[config.mk]
export PLATFORM = sky130hd
export DESIGN_NAME = tmd_decoder
export DESIGN_NICKNAME = d
export VERILOG_FILES = /design/src/shared/tmd_pkg.sv /design/src/shared/tmd_stk_if.sv /design/src/core/tmd_stack.sv /design/src/core/tmd_decoder.sv
export SDC_FILE = /design/constraint.sdc
export NUM_CORES = 2
export LEC_CHECK = 0
export ABC_AREA = 1
export CORE_MARGIN = 8
export CORE_UTILIZATION = 25
export DETAILED_ROUTE_END_ITERATION = 8
export DONT_BUFFER_PORTS = 1
export HOLD_SLACK_MARGIN = 0.1
export SYNTH_ARGS = -nofsm -noshare
export SYNTH_HDL_FRONTEND = slang
export SYNTH_SLANG_ARGS = --single-unit
[constraint.sdc]
create_clock -name clk -period 4.3 [get_ports clk]
set_input_delay 0.43 -clock clk [delete_from_list [all_inputs] [get_ports clk]]
set_output_delay 0.43 -clock clk [all_outputs]
set_load 0.01 [all_outputs]
[src/shared/tmd_pkg.sv]
// shared constants for the transport move decoder
package tmd_pkg;
  localparam int DW = 16;
  localparam int ACC_N = 16;
  localparam int STK_DEPTH = 16;
  // module specifiers
  localparam logic [3:0] PERIPH_LAST = 4'h5;
  localparam logic [3:0] AP_MOD = 4'h8;
  localparam logic [3:0] ACC_MOD = 4'h9;
  localparam logic [3:0] ALU_MOD = 4'hA;
  localparam logic [3:0] PFX_MOD = 4'hB;
  localparam logic [3:0] STK_MOD = 4'hD;
  localparam logic [3:0] MEM_MOD = 4'hE;
  localparam logic [3:0] PTR_MOD = 4'hF;
  // register indices inside the internal modules
  localparam logic [4:0] AP_IDX = 5'h00;
  localparam logic [4:0] FLG_IDX = 5'h04;
  localparam logic [4:0] PFX_IDX = 5'h00;
  localparam logic [4:0] STK_IDX = 5'h01;
  localparam logic [4:0] DP0_IDX = 5'h00;
  localparam logic [4:0] DP1_IDX = 5'h01;
  localparam logic [4:0] BP_IDX = 5'h02;
  localparam logic [4:0] FRAME_OFFSET_REGISTER_IDX = 5'h03;
  // memory access field: [1:0] pointer select, [3:2] step mode
  localparam logic [1:0] PSEL_DP0 = 2'h0;
  localparam logic [1:0] PSEL_DP1 = 2'h1;
  localparam logic [1:0] PSEL_FP = 2'h2;
  localparam logic [1:0] MODE_NONE = 2'h0;
  localparam logic [1:0] MODE_INC = 2'h1;
  localparam logic [1:0] MODE_DEC = 2'h2;
  // alu operations selected by destination subindex in ALU_MOD
  localparam logic [2:0] OP_ADD = 3'h0;
  localparam logic [2:0] OP_SUB = 3'h1;
  localparam logic [2:0] OP_AND = 3'h2;
  localparam logic [2:0] OP_OR = 3'h3;
  localparam logic [2:0] OP_XOR = 3'h4;
  // status flag positions
  localparam int FLG_ZERO = 0;
  localparam int FLG_EQ = 1;
  localparam int FLG_CARRY = 2;
  localparam int FLG_SIGN = 3;
  localparam int FLG_OVF = 4;
  // reset values
  localparam logic [15:0] RST_W = 16'h0000;
  localparam logic [7:0] RST_B = 8'h00;
endpackage

[src/shared/tmd_stk_if.sv]
// push/pop port between the decoder and its hardware stack
`timescale 1ns/10ps
interface tmd_stk_if;
  logic push;
  logic pop;
  logic [15:0] wdata;
  logic [15:0] top;
  modport ctl (output push, output pop, output wdata, input top);
  modport mem (input push, input pop, input wdata, output top);
endinterface

[src/core/tmd_stack.sv]
// dedicated word-wide hardware stack
`timescale 1ns/10ps
module tmd_stack import tmd_pkg::*; #(
  parameter int DEPTH = STK_DEPTH
) (
  input wire logic clk,
  input wire logic srst,
  tmd_stk_if.mem stk
);
  localparam int AW = $clog2(DEPTH);
  logic [AW-1:0] sp_ff, nxt_sp;
  logic [15:0] mem_ff [DEPTH];
  logic [15:0] nxt_mem [DEPTH];

  assign stk.top = mem_ff[sp_ff];

  // pointer wraps silently; overflow is software's problem, as on the core
  always_comb begin
    nxt_sp = sp_ff;
    nxt_mem = mem_ff;
    if (stk.push && stk.pop) begin
      nxt_mem[sp_ff] = stk.wdata;
    end else if (stk.push) begin
      nxt_sp = sp_ff + AW'(1);
      nxt_mem[nxt_sp] = stk.wdata;
    end else if (stk.pop) begin
      nxt_sp = sp_ff - AW'(1);
    end
  end

  always_ff @(posedge clk) begin
    if (srst) begin
      sp_ff <= '0;
      for (int i = 0; i < DEPTH; i++) begin
        mem_ff[i] <= RST_W;
      end
    end else begin
      sp_ff <= nxt_sp;
      mem_ff <= nxt_mem;
    end
  end

  chk_push_lands: assert property (@(posedge clk) disable iff (srst)
    stk.push && !stk.pop |=> stk.top == $past(stk.wdata))
    else $error("pushed word is not on top of stack");
endmodule

[src/core/tmd_decoder.sv]
// single-cycle instruction decoder and register transport core
`timescale 1ns/10ps
module tmd_decoder import tmd_pkg::*; (
  input wire logic clk,
  input wire logic srst,
  input wire logic instr_en,
  input wire logic [15:0] instr,
  input wire logic [15:0] ext_rd_data,
  input wire logic ext_src_defined,
  input wire logic ext_src_wide,
  input wire logic ext_src_mod8,
  input wire logic ext_dst_defined,
  input wire logic ext_dst_wide,
  input wire logic [15:0] mem_rd_data,
  output logic [7:0] pfx_val_ff,
  output logic [2:0] pfx_idx_ff,
  output logic wr_en_ff,
  output logic [3:0] wr_mod_ff,
  output logic [4:0] wr_idx_ff,
  output logic [15:0] wr_data_ff,
  output logic periph_ff,
  output logic bit_addr_ff,
  output logic [15:0] dp0_ff,
  output logic [15:0] dp1_ff,
  output logic [15:0] bp_ff,
  output logic [7:0] frame_offset_register_ff,
  output logic [15:0] fp_addr_ff,
  output logic mem_wr_en_ff,
  output logic [15:0] mem_wr_addr_ff,
  output logic [15:0] mem_wr_data_ff,
  output logic [4:0] flags_ff
);
  ////////////////////////////////////////////////////////////////////////////
  logic ex, imm;
  logic [3:0] s_mod, d_mod, ap_ff, nxt_ap;
  logic [4:0] s_idx, d_idx, nxt_flags;
  logic [15:0] s_val, src16, wdata, alu_res, wa;
  logic s_def, s_wide, s_m8, s_mem;
  logic d_def, d_wide, d_ext, d_mem, alu_go, pfx_wr, ap_wr, acc_wr, ptr_wr;
  logic [15:0] acc_ff [ACC_N];
  logic [15:0] nxt_acc [ACC_N];
  logic [7:0] nxt_pfx_val, nxt_frame_offset_register;
  logic [2:0] nxt_pfx_idx;
  logic nxt_wr_en, nxt_periph, nxt_bit_addr, nxt_mem_wr_en;
  logic [15:0] nxt_dp0, nxt_dp1, nxt_bp, nxt_fp_addr;
  tmd_stk_if stk ();
  tmd_stack #(.DEPTH(STK_DEPTH)) u_stack (
    .clk(clk),
    .srst(srst),
    .stk(stk)
  );
  function automatic logic [15:0] step16(input logic [15:0] v, input logic [1:0] m);
    step16 = (m == MODE_INC) ? v + 16'h0001 : (m == MODE_DEC) ? v - 16'h0001 : v;
  endfunction
  ////////////////////////////////////////////////////////////////////////////
  // field split; the prefix carries the upper index bits
  assign ex = instr_en;
  assign imm = !instr[15];
  assign s_mod = instr[3:0];
  assign s_idx = {pfx_idx_ff[2], instr[7:4]};
  assign d_mod = instr[11:8];
  assign d_idx = {pfx_idx_ff[1:0], instr[14:12]};
  always_comb begin
    s_def = 1'b1;
    s_wide = 1'b1;
    s_m8 = 1'b0;
    s_mem = 1'b0;
    s_val = RST_W;
    stk.pop = 1'b0;
    if (imm) begin
      s_val = {8'h00, instr[7:0]};
      s_wide = 1'b0;
    end else begin
      case (s_mod)
        AP_MOD: begin
          s_m8 = 1'b1;
          s_wide = 1'b0;
          if (s_idx == AP_IDX) s_val = {12'h000, ap_ff};
          else if (s_idx == FLG_IDX) s_val = {11'h000, flags_ff};
          else s_def = 1'b0;
        end
        ACC_MOD: begin
          if (!s_idx[4]) s_val = acc_ff[s_idx[3:0]];
          else s_def = 1'b0;
        end
        PFX_MOD: begin
          s_m8 = 1'b1;
          s_wide = 1'b0;
          if (s_idx == PFX_IDX) s_val = {8'h00, pfx_val_ff};
          else s_def = 1'b0;
        end
        STK_MOD: begin
          if (s_idx == STK_IDX) begin
            s_val = stk.top;
            stk.pop = ex;
          end else s_def = 1'b0;
        end
        MEM_MOD: begin
          if (!s_idx[4] && s_idx[1:0] != 2'h3 && s_idx[3:2] != 2'h3) begin
            s_val = mem_rd_data;
            s_mem = 1'b1;
          end else s_def = 1'b0;
        end
        PTR_MOD: begin
          s_m8 = 1'b1;
          if (s_idx == DP0_IDX) s_val = dp0_ff;
          else if (s_idx == DP1_IDX) s_val = dp1_ff;
          else if (s_idx == BP_IDX) s_val = bp_ff;
          else if (s_idx == FRAME_OFFSET_REGISTER_IDX) begin
            s_val = {8'h00, frame_offset_register_ff};
            s_wide = 1'b0;
          end else s_def = 1'b0;
        end
        ALU_MOD: s_def = 1'b0;
        default: begin
          s_val = ext_rd_data;
          s_def = ext_src_defined;
          s_wide = ext_src_wide;
          s_m8 = ext_src_mod8;
        end
      endcase
      if (!s_def) begin
        s_val = s_m8 ? {pfx_val_ff, 8'h00} : 16'h0000;
        s_wide = 1'b1;
      end
    end
  end
  assign src16 = s_wide ? s_val : {pfx_val_ff, s_val[7:0]};
  assign wdata = d_wide ? src16 : {8'h00, s_val[7:0]};
  ////////////////////////////////////////////////////////////////////////////
  // destination decode; empty locations 0 to 4 in ALU_MOD trigger operations
  always_comb begin
    d_def = 1'b0;
    d_wide = 1'b1;
    d_ext = 1'b0;
    d_mem = 1'b0;
    alu_go = 1'b0;
    pfx_wr = 1'b0;
    ap_wr = 1'b0;
    acc_wr = 1'b0;
    ptr_wr = 1'b0;
    stk.push = 1'b0;
    case (d_mod)
      AP_MOD: begin
        d_wide = 1'b0;
        ap_wr = (d_idx == AP_IDX);
        d_def = ap_wr;
      end
      ACC_MOD: begin
        acc_wr = !d_idx[4];
        d_def = acc_wr;
      end
      ALU_MOD: alu_go = (d_idx <= {2'h0, OP_XOR});
      PFX_MOD: begin
        d_wide = 1'b0;
        pfx_wr = (d_idx < 5'h08);
        d_def = pfx_wr;
      end
      STK_MOD: begin
        stk.push = ex && (d_idx == STK_IDX);
        d_def = (d_idx == STK_IDX);
      end
      MEM_MOD: begin
        d_mem = !d_idx[4] && d_idx[1:0] != 2'h3 && d_idx[3:2] != 2'h3;
        d_def = d_mem;
      end
      PTR_MOD: begin
        ptr_wr = (d_idx <= FRAME_OFFSET_REGISTER_IDX);
        d_def = ptr_wr;
        d_wide = (d_idx != FRAME_OFFSET_REGISTER_IDX);
      end
      default: begin
        d_ext = 1'b1;
        d_def = ext_dst_defined;
        d_wide = ext_dst_wide;
      end
    endcase
  end
  assign stk.wdata = wdata;
  ////////////////////////////////////////////////////////////////////////////
  always_comb begin
    logic [16:0] r;
    logic [15:0] a;
    r = 17'h00000;
    a = acc_ff[ap_ff];
    nxt_flags = flags_ff;
    case (d_idx[2:0])
      OP_ADD: r = {1'b0, a} + {1'b0, src16};
      OP_SUB: r = {1'b0, a} - {1'b0, src16};
      OP_AND: r = {flags_ff[FLG_CARRY], a & src16};
      OP_OR: r = {flags_ff[FLG_CARRY], a | src16};
      default: r = {flags_ff[FLG_CARRY], a ^ src16};
    endcase
    alu_res = r[15:0];
    if (ex && alu_go) begin
      nxt_flags[FLG_ZERO] = (r[15:0] == 16'h0000);
      nxt_flags[FLG_EQ] = (a == src16);
      nxt_flags[FLG_CARRY] = r[16];
      nxt_flags[FLG_SIGN] = r[15];
      nxt_flags[FLG_OVF] = 1'b0;
      if (d_idx[2:0] == OP_ADD) nxt_flags[FLG_OVF] = (a[15] == src16[15]) && (r[15] != a[15]);
      if (d_idx[2:0] == OP_SUB) nxt_flags[FLG_OVF] = (a[15] != src16[15]) && (r[15] != a[15]);
    end
  end
  ////////////////////////////////////////////////////////////////////////////
  always_comb begin
    nxt_dp0 = dp0_ff;
    nxt_dp1 = dp1_ff;
    nxt_bp = bp_ff;
    nxt_frame_offset_register = frame_offset_register_ff;
    nxt_acc = acc_ff;
    nxt_ap = ap_ff;
    // source side effects happen even when the destination is undefined
    if (ex && s_mem) begin
      case (s_idx[1:0])
        PSEL_DP0: nxt_dp0 = step16(nxt_dp0, s_idx[3:2]);
        PSEL_DP1: nxt_dp1 = step16(nxt_dp1, s_idx[3:2]);
        default: nxt_frame_offset_register = 8'(step16({8'h00, nxt_frame_offset_register}, s_idx[3:2]));
      endcase
    end
    if (ex && d_mem) begin
      case (d_idx[1:0])
        PSEL_DP0: nxt_dp0 = step16(nxt_dp0, d_idx[3:2]);
        PSEL_DP1: nxt_dp1 = step16(nxt_dp1, d_idx[3:2]);
        default: nxt_frame_offset_register = 8'(step16({8'h00, nxt_frame_offset_register}, d_idx[3:2]));
      endcase
    end
    if (ex && ptr_wr) begin
      if (d_idx == DP0_IDX) nxt_dp0 = wdata;
      else if (d_idx == DP1_IDX) nxt_dp1 = wdata;
      else if (d_idx == BP_IDX) nxt_bp = wdata;
      else nxt_frame_offset_register = wdata[7:0];
    end
    nxt_fp_addr = nxt_bp + {8'h00, nxt_frame_offset_register};
    wa = (d_idx[1:0] == PSEL_DP0) ? nxt_dp0 : (d_idx[1:0] == PSEL_DP1) ? nxt_dp1 : nxt_fp_addr;
    if (ex && acc_wr) nxt_acc[d_idx[3:0]] = wdata;
    if (ex && alu_go) nxt_acc[ap_ff] = alu_res;
    if (ex && ap_wr) nxt_ap = wdata[3:0];
    nxt_pfx_val = (ex && pfx_wr) ? wdata[7:0] : RST_B;
    nxt_pfx_idx = (ex && pfx_wr) ? d_idx[2:0] : 3'h0;
    nxt_wr_en = ex && d_ext && d_def;
    nxt_periph = (d_mod <= PERIPH_LAST);
    nxt_bit_addr = nxt_periph || (d_mod == AP_MOD);
    nxt_mem_wr_en = ex && d_mem;
  end
  always_ff @(posedge clk) begin
    if (srst) begin
      dp0_ff <= RST_W;
      dp1_ff <= RST_W;
      bp_ff <= RST_W;
      frame_offset_register_ff <= RST_B;
      fp_addr_ff <= RST_W;
      ap_ff <= 4'h0;
      flags_ff <= 5'h00;
      pfx_val_ff <= RST_B;
      pfx_idx_ff <= 3'h0;
      wr_en_ff <= 1'b0;
      wr_mod_ff <= 4'h0;
      wr_idx_ff <= 5'h00;
      wr_data_ff <= RST_W;
      periph_ff <= 1'b0;
      bit_addr_ff <= 1'b0;
      mem_wr_en_ff <= 1'b0;
      mem_wr_addr_ff <= RST_W;
      mem_wr_data_ff <= RST_W;
      for (int i = 0; i < ACC_N; i++) begin
        acc_ff[i] <= RST_W;
      end
    end else begin
      dp0_ff <= nxt_dp0;
      dp1_ff <= nxt_dp1;
      bp_ff <= nxt_bp;
      frame_offset_register_ff <= nxt_frame_offset_register;
      fp_addr_ff <= nxt_fp_addr;
      ap_ff <= nxt_ap;
      flags_ff <= nxt_flags;
      acc_ff <= nxt_acc;
      pfx_val_ff <= nxt_pfx_val;
      pfx_idx_ff <= nxt_pfx_idx;
      wr_en_ff <= nxt_wr_en;
      wr_mod_ff <= d_mod;
      wr_idx_ff <= d_idx;
      wr_data_ff <= wdata;
      periph_ff <= nxt_periph;
      bit_addr_ff <= nxt_bit_addr;
      mem_wr_en_ff <= nxt_mem_wr_en;
      mem_wr_addr_ff <= wa;
      mem_wr_data_ff <= wdata;
    end
  end
  ////////////////////////////////////////////////////////////////////////////
  chk_pfx_clear: assert property (@(posedge clk) disable iff (srst)
    !(ex && pfx_wr) |=> pfx_val_ff == 8'h00 && pfx_idx_ff == 3'h0) else $error("prefix survived past one cycle");
  chk_narrow_dst: assert property (@(posedge clk) disable iff (srst)
    ex && d_ext && d_def && !d_wide |=> wr_en_ff && wr_data_ff[15:8] == 8'h00)
    else $error("narrow destination got a high byte");
  chk_wide_fill: assert property (@(posedge clk) disable iff (srst)
    ex && d_ext && d_def && d_wide && !s_wide |=> wr_data_ff[15:8] == $past(pfx_val_ff))
    else $error("high byte not taken from prefix");
  chk_undef_dst: assert property (@(posedge clk) disable iff (srst)
    ex && d_ext && !d_def |=> !wr_en_ff) else $error("undefined destination was written");
  chk_post_inc: assert property (@(posedge clk) disable iff (srst)
    ex && s_mem && s_idx[1:0] == PSEL_DP0 && s_idx[3:2] == MODE_INC && !d_mem && !ptr_wr
    |=> dp0_ff == $past(dp0_ff) + 16'h0001) else $error("pointer post-increment missing");
  chk_fp_base: assert property (@(posedge clk) disable iff (srst)
    ex && (s_mem || d_mem) && !ptr_wr |=> $stable(bp_ff) && fp_addr_ff == bp_ff + {8'h00, frame_offset_register_ff})
    else $error("frame step disturbed the base");
  chk_periph_sel: assert property (@(posedge clk) disable iff (srst)
    ex |=> periph_ff == ($past(instr[11:8]) <= PERIPH_LAST) && bit_addr_ff == (periph_ff || wr_mod_ff == AP_MOD))
    else $error("peripheral group flag wrong");
  chk_pfx_index: assert property (@(posedge clk) disable iff (srst)
    ex && d_ext |=> wr_idx_ff[4:3] == $past(pfx_idx_ff[1:0])) else $error("destination index lost prefix bits");
  chk_undef_src: assert property (@(posedge clk) disable iff (srst)
    ex && !imm && !s_def && s_m8 && d_ext && d_def && d_wide |=> wr_data_ff == {$past(pfx_val_ff), 8'h00})
    else $error("undefined byte-module source value wrong");
endmodule

# Word-level counts from Yosys, hierarchy flattened

Cells that the tools add are included.

Register bits after elaboration: 653
Latch bits: 0
Memory bits (writable): 0
Memory bits (read-only): 0
Input bits: 56
Word-level logic and storage cells: 296
Memories: 0

Add/subtract/negate cells: 17
Multipliers: 0
Divide/modulo/power cells: 0
Magnitude comparators: 13
Equal/unequal tests: 38
Shifts and indexed selects: 0
Mux-type cells: 121
Bitwise logic cells: 12
Reduce and logical (&&, ||, !) cells: 44

Operators with widths:

| kind                                                                          | count |
|---|---|
| 256-bit bitwise mux                                                           | 4 |
| 256-bit two-way mux                                                           | 4 |
| 16-bit two-way mux                                                            | 48 |
| 16-bit demux with 4-bit select                                                | 4 |
| 16-bit binary-select mux with 4-bit select                                    | 3 |
| 8-bit two-way mux                                                             | 14 |
| 16-bit case mux with 7 select lines                                           | 1 |
| 17-bit case mux with 4 select lines                                           | 1 |
| 16-bit by 1-bit adder with 16-bit output (second input constant)              | 4 |
| 16-bit by 1-bit subtractor with 16-bit output (second input constant)         | 4 |
| 4-bit equality test (second input constant)                                   | 14 |
| 1-bit two-way mux                                                             | 33 |
| 5-bit greater-or-equal comparator (second input constant)                     | 5 |
| 4-bit inverter with 5-bit output                                              | 5 |
| 1-bit logical AND                                                             | 21 |
| 5-bit by 1-bit less-than comparator with 1-bit output (second input constant) | 4 |
| 16-bit by 16-bit adder with 17-bit output                                     | 1 |
| 16-bit by 16-bit subtractor with 17-bit output                                | 1 |
| 16-bit by 8-bit adder with 16-bit output                                      | 1 |
| 8-bit by 1-bit adder with 8-bit output (second input constant)                | 2 |
| 16-bit AND                                                                    | 1 |
| 16-bit equality test                                                          | 1 |
| 16-bit zero test                                                              | 1 |
| 16-bit bitwise OR                                                             | 1 |
| 37 further kinds                                                              | 67 |

# Logic depth before layout (Yosys ltp)

Depth after elaboration: 20
Mapped depth: 38
Mapped depth without buffers: 34

# By module

Synthesis repeated with hierarchy kept, for this count alone.

Cell total of the unflattened synthesis: 6320
Area total of the unflattened synthesis: 40729.1 µm²

By module, submodules not included:

| module      | times used | cells each | area each (µm²) |
|---|---|---|---|
| tmd_decoder | 1          | 4309       | 27400.0 |
| tmd_stack   | 1          | 2011       | 13329.0 |

# Least setup slack after synthesis

OpenSTA, ideal clock, no wires.

Path type: in2reg
Start point: in instr[5]
End point: reg acc_ff[190] in the netlist's numbering
Library setup time: 137 ps
Arrival: 4555 ps
Required time: 4163 ps
Path slack: -391 ps
Stages: 34
Path buffers: 6
Cell sequence: buf_4 -> inv_2 -> nand2_4 -> buf_2 -> buf_2 -> o22ai_1 -> o21ai_0 -> nand4_1 -> a21oi_1 -> o2111ai_1 -> nand3_1 -> o21ai_1 -> buf_2 -> buf_2 -> ha_1 -> fa_1 -> nor2_1 -> nor2_1 -> nor2_1 -> o21ai_0 -> a21oi_1 -> or2_2 -> nand2_1 -> nand2_1 -> nand2_1 -> nand2_1 -> nand2_1 -> nand3_1 -> nand3_1 -> a21oi_1 -> inv_1 -> clkbuf_1 -> o21ai_0 -> a31oi_1

RTL lines:

| what                                                                                                        | RTL line                               | source |
|---|---|---|
| start: declaration                                                                                          | tmd_decoder.sv:7                       | `input wire logic [15:0] instr,` |
| 5-bit by 2-bit equality test with 1-bit output                                                              | tmd_decoder.sv:109                     | `else if (s_idx == FRAME_OFFSET_REGISTER_IDX) begin` |
| 1-bit two-way mux                                                                                           | tmd_decoder.sv:109                     |  |
| 1-bit two-way mux                                                                                           | tmd_decoder.sv:108                     | `else if (s_idx == BP_IDX) s_val = bp_ff;` |
| 1-bit two-way mux                                                                                           | tmd_decoder.sv:107                     | `else if (s_idx == DP1_IDX) s_val = dp1_ff;` |
| 1-bit two-way mux                                                                                           | tmd_decoder.sv:106                     | `if (s_idx == DP0_IDX) s_val = dp0_ff;` |
| 1-bit case mux with 7 select lines                                                                          | tmd_decoder.sv:74                      | `case (s_mod)` |
| 1-bit two-way mux                                                                                           | tmd_decoder.sv:70                      | `if (imm) begin` |
| 16-bit two-way mux *                                                                                        | tmd_decoder.sv:122                     | `if (!s_def) begin` |
| 16-bit two-way mux *                                                                                        | tmd_decoder.sv:70                      |  |
| via s_val[0]                                                                                                | tmd_decoder.sv:37                      | `logic [15:0] s_val, src16, wdata, alu_res, wa;` |
| 16-bit two-way mux *                                                                                        | tmd_decoder.sv:128                     | `assign src16 = s_wide ? s_val : {pfx_val_ff, s_val[7:0]};` |
| 16-bit by 16-bit subtractor with 17-bit output or 16-bit by 16-bit adder with 17-bit output (tied branches) | tmd_decoder.sv:189, tmd_decoder.sv:188 |  |
| 17-bit case mux with 4 select lines *                                                                       | tmd_decoder.sv:187                     | `case (d_idx[2:0])` |
| 256-bit bitwise mux *                                                                                       | tmd_decoder.sv:237                     | `if (ex && alu_go) nxt_acc[ap_ff] = alu_res;` |
| 256-bit two-way mux *                                                                                       | tmd_decoder.sv:237                     |  |
| end signal: assignment                                                                                      | tmd_decoder.sv:277                     | `acc_ff <= nxt_acc;` |
| end: declaration                                                                                            | tmd_decoder.sv:40                      | `logic [15:0] acc_ff [ACC_N];` |

The timed path passes the listed nets; every way through them passes the cells marked *. The select of a mux whose other input is x is not followed.
A chain may end at the register's enable or synchronous reset.

# Final worst setup path

Start point: reg u_stack.sp_ff[0]
End point: reg acc_ff[108] in the netlist's numbering

Cells in the longest elaborated chain, start to end: 14

Ends and longest elaborated chain:

| what                                                                                                   | RTL line           | source |
|---|---|---|
| start: declaration                                                                                     | tmd_stack.sv:11    | `logic [AW-1:0] sp_ff, nxt_sp;` |
| start signal: assignment                                                                               | tmd_stack.sv:38    | `sp_ff <= nxt_sp;` |
| 4-bit inverter with 5-bit output (implied by the code) *                                               | tmd_stack.sv:15    | `assign stk.top = mem_ff[sp_ff];` |
| 16-bit binary-select mux with 4-bit select *                                                           | tmd_stack.sv:15    |  |
| 16-bit two-way mux (implied by the code) * (2 in series)                                               | tmd_stack.sv:15    |  |
| 16-bit two-way mux *                                                                                   | tmd_decoder.sv:93  | `if (s_idx == STK_IDX) begin` |
| 16-bit case mux with 7 select lines *                                                                  | tmd_decoder.sv:74  |  |
| 16-bit two-way mux *                                                                                   | tmd_decoder.sv:122 |  |
| 16-bit two-way mux *                                                                                   | tmd_decoder.sv:70  |  |
| 16-bit two-way mux *                                                                                   | tmd_decoder.sv:128 |  |
| parallel branches: the longest is 4 deep, another holds 16-bit by 16-bit subtractor with 17-bit output | --                 |  |
| 256-bit two-way mux *                                                                                  | tmd_decoder.sv:237 |  |

Every way passes the cells marked *. The select of a mux whose other input is x is not followed.

==> Flow_metrics.wiki <==
{| class="wikitable"
! Metric !! Value
|-
| Status || finished with violations
|-
| Failing checks || negative setup slack
|-
| Compound-gate portion of the synthesized area || 0.298
|-
| Die area || 170000 um2
|-
| Hold slack || 160 ps
|-
| Post-route antenna net violation count || 0
|-
| Post-detailed-route via-to-cell ratio || 5.47
|-
| Most used standard cell by instance count after synthesis || sky130_fd_sc_hd__nand2_1
|-
| Worst slew slack as a fraction of its limit || 0.286
|-
| Count of clock tree sinks || 653
|-
| Final worst clock skew || 47.4 ps
|-
| Fraction of the mapped netlist area in simple logic gates || 0.211
|-
| Maximum fanout encountered on the critical timing path || 8
|-
| Area contributors post-synth || sky130_fd_sc_hd__dfxtp_1 (33%), sky130_fd_sc_hd__nand2_1 (10%), sky130_fd_sc_hd__o21ai_0 (9.6%)
|-
| Proportion of synthesized flip-flops having asynchronous set or reset || 0
|-
| P_int || 10.8 mW
|-
| Switching part of the total || 0.297
|-
| Hold violation total from the final report || 0
|-
| FF-to-FF path depth || 29
|-
| Proportion of power drawn by flip-flops and latches || 0.396
|-
| Mux contribution to synthesized area || 0.000256
|-
| Clock Root Buffer || sky130_fd_sc_hd__clkbuf_16
|-
| Leak || 21.4 nW
|-
| Most area-hungry cell type in the Yosys netlist || sky130_fd_sc_hd__dfxtp_1
|-
| # nets final || 6498
|-
| Sequential element share of the synthesized area || 0.334
|-
| Adder-cell area share of the yosys netlist || 0.0249
|-
| Most Frequent Cell on Critical Path || sky130_fd_sc_hd__nand2_1
|-
| Placed Area || 46100 um2
|-
| I/O Pins || 205
|-
| DP Cell Count || 8269
|-
| Tmin final || 4600 ps
|-
| TNS Setup || -26240 ps
|-
| Cell type of the slowest stage on the worst timing path || sky130_fd_sc_hd__dfxtp_4
|-
| DRC Markers || 0
|-
| Final Slew Violations || 0
|-
| Wirelength, routed || 205 mm
|-
| Global routing usage summed across all routing layers || 0.224
|-
| Worst slew pin tran || 1070 ps
|-
| Data required, critical path || 4820 ps
|-
| Detailed-route via count || 46600
|-
| Routed length on met3 || 26.5 mm
|-
| Unrepaired setup endpoints after global routing || yes
|-
| Classification of the worst-slack hold path || primary input to register
|-
| CP startpoint kind || register
|-
| Initial cell density of the core || 0.251
|-
| Clock-pin transition on the worst setup and hold timing paths || 60 ps
|-
| Most used flip-flop cell after synthesis || sky130_fd_sc_hd__dfxtp_1
|-
| Vias in the first global route || 41700
|-
| Portion of synthesized cell area occupied by the leading cell type || 0.334
|-
| Clock group share of total power || 0.453
|-
| Register bit count reported by yosys || 653
|-
| Clk_lat worst skew || 710 ps
|-
| Number of buffers created by CTS || 74
|-
| Number of warnings printed during yosys synthesis || 0
|-
| P&R area growth vs syn || 32.3%
|-
| Amount of wire on met2 after detailed routing || 85.7 mm
|-
| Worst Path Arrival || 5130 ps
|-
| Initial antenna violation count || 13
|-
| Detailed-routing iteration count for the pre-antenna-repair pass || 7
|-
| Hold Crit Start || srst
|-
| CP max stage delay || 440 ps
|-
| Per-cell routed wire length || 24.1 um
|-
| Classification of the worst setup path || register to register
|-
| Maximum number of pins on one net before global-route repair || 195
|-
| TritonCTS clock tree || done
|-
| Cell count after synthesis || 5904
|-
| Congestion Overflow GR || 0
|-
| Highest attainable clock frequency || 0.217 GHz
|-
| Main combinational cell family by area after synthesis || compound AO/OA/AOI/OAI gates
|-
| Maximum number of buffers from clock root to sink || 3
|-
| Part of the power in combinational logic || 0.151
|-
| X dimension of the die || 412 um
|-
| Xor and xnor fraction of the mapped netlist area || 0.0144
|-
| Routability cong. || 1.01
|-
| First-pass GRT wire length || 289 mm
|-
| Count of input and output buffers || 0
|-
| Net count after synthesis || 6036
|-
| Final setup slack of the worst path || -304 ps
|-
| Final setup violation count || 151
|-
| Fin crit share || 1.07
|-
| Fin util || 0.332
|-
| Max IR drop VDD || 0.328 mV
|-
| Number of standard cells in the final layout excluding fillers || 8513
|-
| Avg Inst Size Synth || 6.63 um2
|-
| End of the worst register-to-register path || acc_ff[108]
|-
| Layout fillers || 16600
|-
| Crit end category || register
|-
| Die span in y || 412 um
|-
| Post-synth EDFFs || 0
|-
| Final non-filler cell area || 51800 um2
|-
| Max-cap violations || 0
|-
| Worst reg2reg path startpoint || u_stack.sp_ff[0]
|-
| Switching power of the nets || 4.58 mW
|-
| Cell area after synthesis || 39200 um2
|-
| Count of different cell masters after synthesis || 71
|-
| Startpoint of the most critical setup path || u_stack.sp_ff[0]
|-
| Fraction of layout cells with a size suffix above 1 || 0.228
|-
| First-iteration detailed-routing DRC count || 6406
|-
| DR top layer || met5
|-
| Post-DP HPWL || 148 mm
|-
| Routed metal-1 wire length || 82.4 mm
|-
| CP Capture Point || acc_ff[108]
|-
| Total number of H-tree levels || 3
|-
| FF-to-FF setup slack || -300 ps
|-
| Cell area power density || 298 nW/um2
|-
| Cell row count || 145
|-
| Placeable core area || 156000 um2
|-
| Synth cell count leaders || sky130_fd_sc_hd__nand2_1 (1088), sky130_fd_sc_hd__o21ai_0 (754), sky130_fd_sc_hd__dfxtp_1 (653)
|}
-- routing by layer --
metal  GRT usage  vias up
met4      0.0947        2
met5           0        -
met1       0.300    22200
met3      0.0631      530
li1            -    21000
met2       0.336     2881
-- state kept, by name (all words and copies together) (netlist names) --
signal and count:
dp1_ff 16, ap_ff 4, mem_wr_data_ff 16, frame_offset_register_ff 8, flags_ff 5, pfx_idx_ff 3
mem_wr_addr_ff 16, pfx_val_ff 8, fp_addr_ff 16, wr_idx_ff 5, u_stack.sp_ff 4, periph_ff 1
mem_wr_en_ff 1, bit_addr_ff 1, wr_en_ff 1, dp0_ff 16, u_stack.mem_ff 256, wr_mod_ff 4
bp_ff 16, acc_ff 256
-- layout make-up --
type                       count  area, um2  share of cell area
antenna                       34       85.1             0.00164
inverter                     690       2670              0.0515
clock inverter                35        572              0.0110
clock buffer                  96       2040              0.0395
multi-input combinational   4116      23300               0.449
sequential                   653      13100               0.252
timing repair inverter         1       16.3            0.000314
timing repair buffer         830       7480               0.144
tap                         2058       2570              0.0497
-- kinds of logic after synthesis --
group / count (synthesis)
AOI/OAI and AO/OA: 2048
and+or+nand+nor: 1939
buffers and inverters: 1135
DFF: 653
adders and majority gates: 76
xor gates and xnor gates: 52
muxes: 1
-- worst min path at each step --
stage	endpoint	slack, ps	depth (start not counted)
floorplan	acc_ff[144]	460	2
global placement	u_stack.mem_ff[245]	470	2
detailed placement	u_stack.mem_ff[48]	480	2
CTS	fp_addr_ff[5]	110	3
global route	fp_addr_ff[5]	150	3
finish	fp_addr_ff[5]	160	3
-- repair_timing --
action                                 4_1_cts  5_1_grt
hold buffers                                17        0
setup endpoints to repair                  235      237
pin swaps                                   38       86
gates cloned                                 6       10
setup buffers                               11       37
endpoints found under the hold margin      182        0
resized for setup                          205      371
-- power groups by stage --
stage	combinational, mW	clock (mW)	sequential [mW]
2_1_floorplan	0.874	0	6.23
3_3_place_gp	1.75	0	6.24
3_5_place_dp	1.75	0	6.24
4_1_cts	1.95	7.02	6.10
5_1_grt	2.38	7.25	6.10
6_report	2.33	6.99	6.10
-- worst max-delay path: cells and delay by family (launching register included) --
family | cells | cell delay [ps]
buf+inv | 7 | 1060
flops | 1 | 440
fa+ha+maj | 1 | 240
compound gates | 10 | 1420
simple gates | 11 | 1260
-- metrics by stage --
| step | setup slack (ps) | power, mW |
|---|---|---|
| 2_1_floorplan | 9.36 | 7.10 |
| 3_3_place_gp | -681 | 7.99 |
| 3_5_place_dp | -751 | 7.99 |
| 4_1_cts | -170 | 15.1 |
| 5_1_grt | -565 | 15.7 |
| 6_report | -304 | 15.4 |
-- cell usage in the layout (no fill, tap or decap), drive strengths merged, types with 11 or more instances in the layout --
cell         instances
o221ai              11
xor2                45
nor2               458
o22ai              219
a22oi               21
o211ai             137
a211oi             108
dlygate4sd3         14
o21ai              789
clkbuf             107
a21oi              609
a221oi              18
clkinv              35
nand4               88
dfxtp              653
ha                  73
nor3                31
or2                 27
inv                677
diode               34
nand3              200
nand2             1120
buf                803
a31oi               83
No activity file was read; power rests on OpenSTA's default activity.
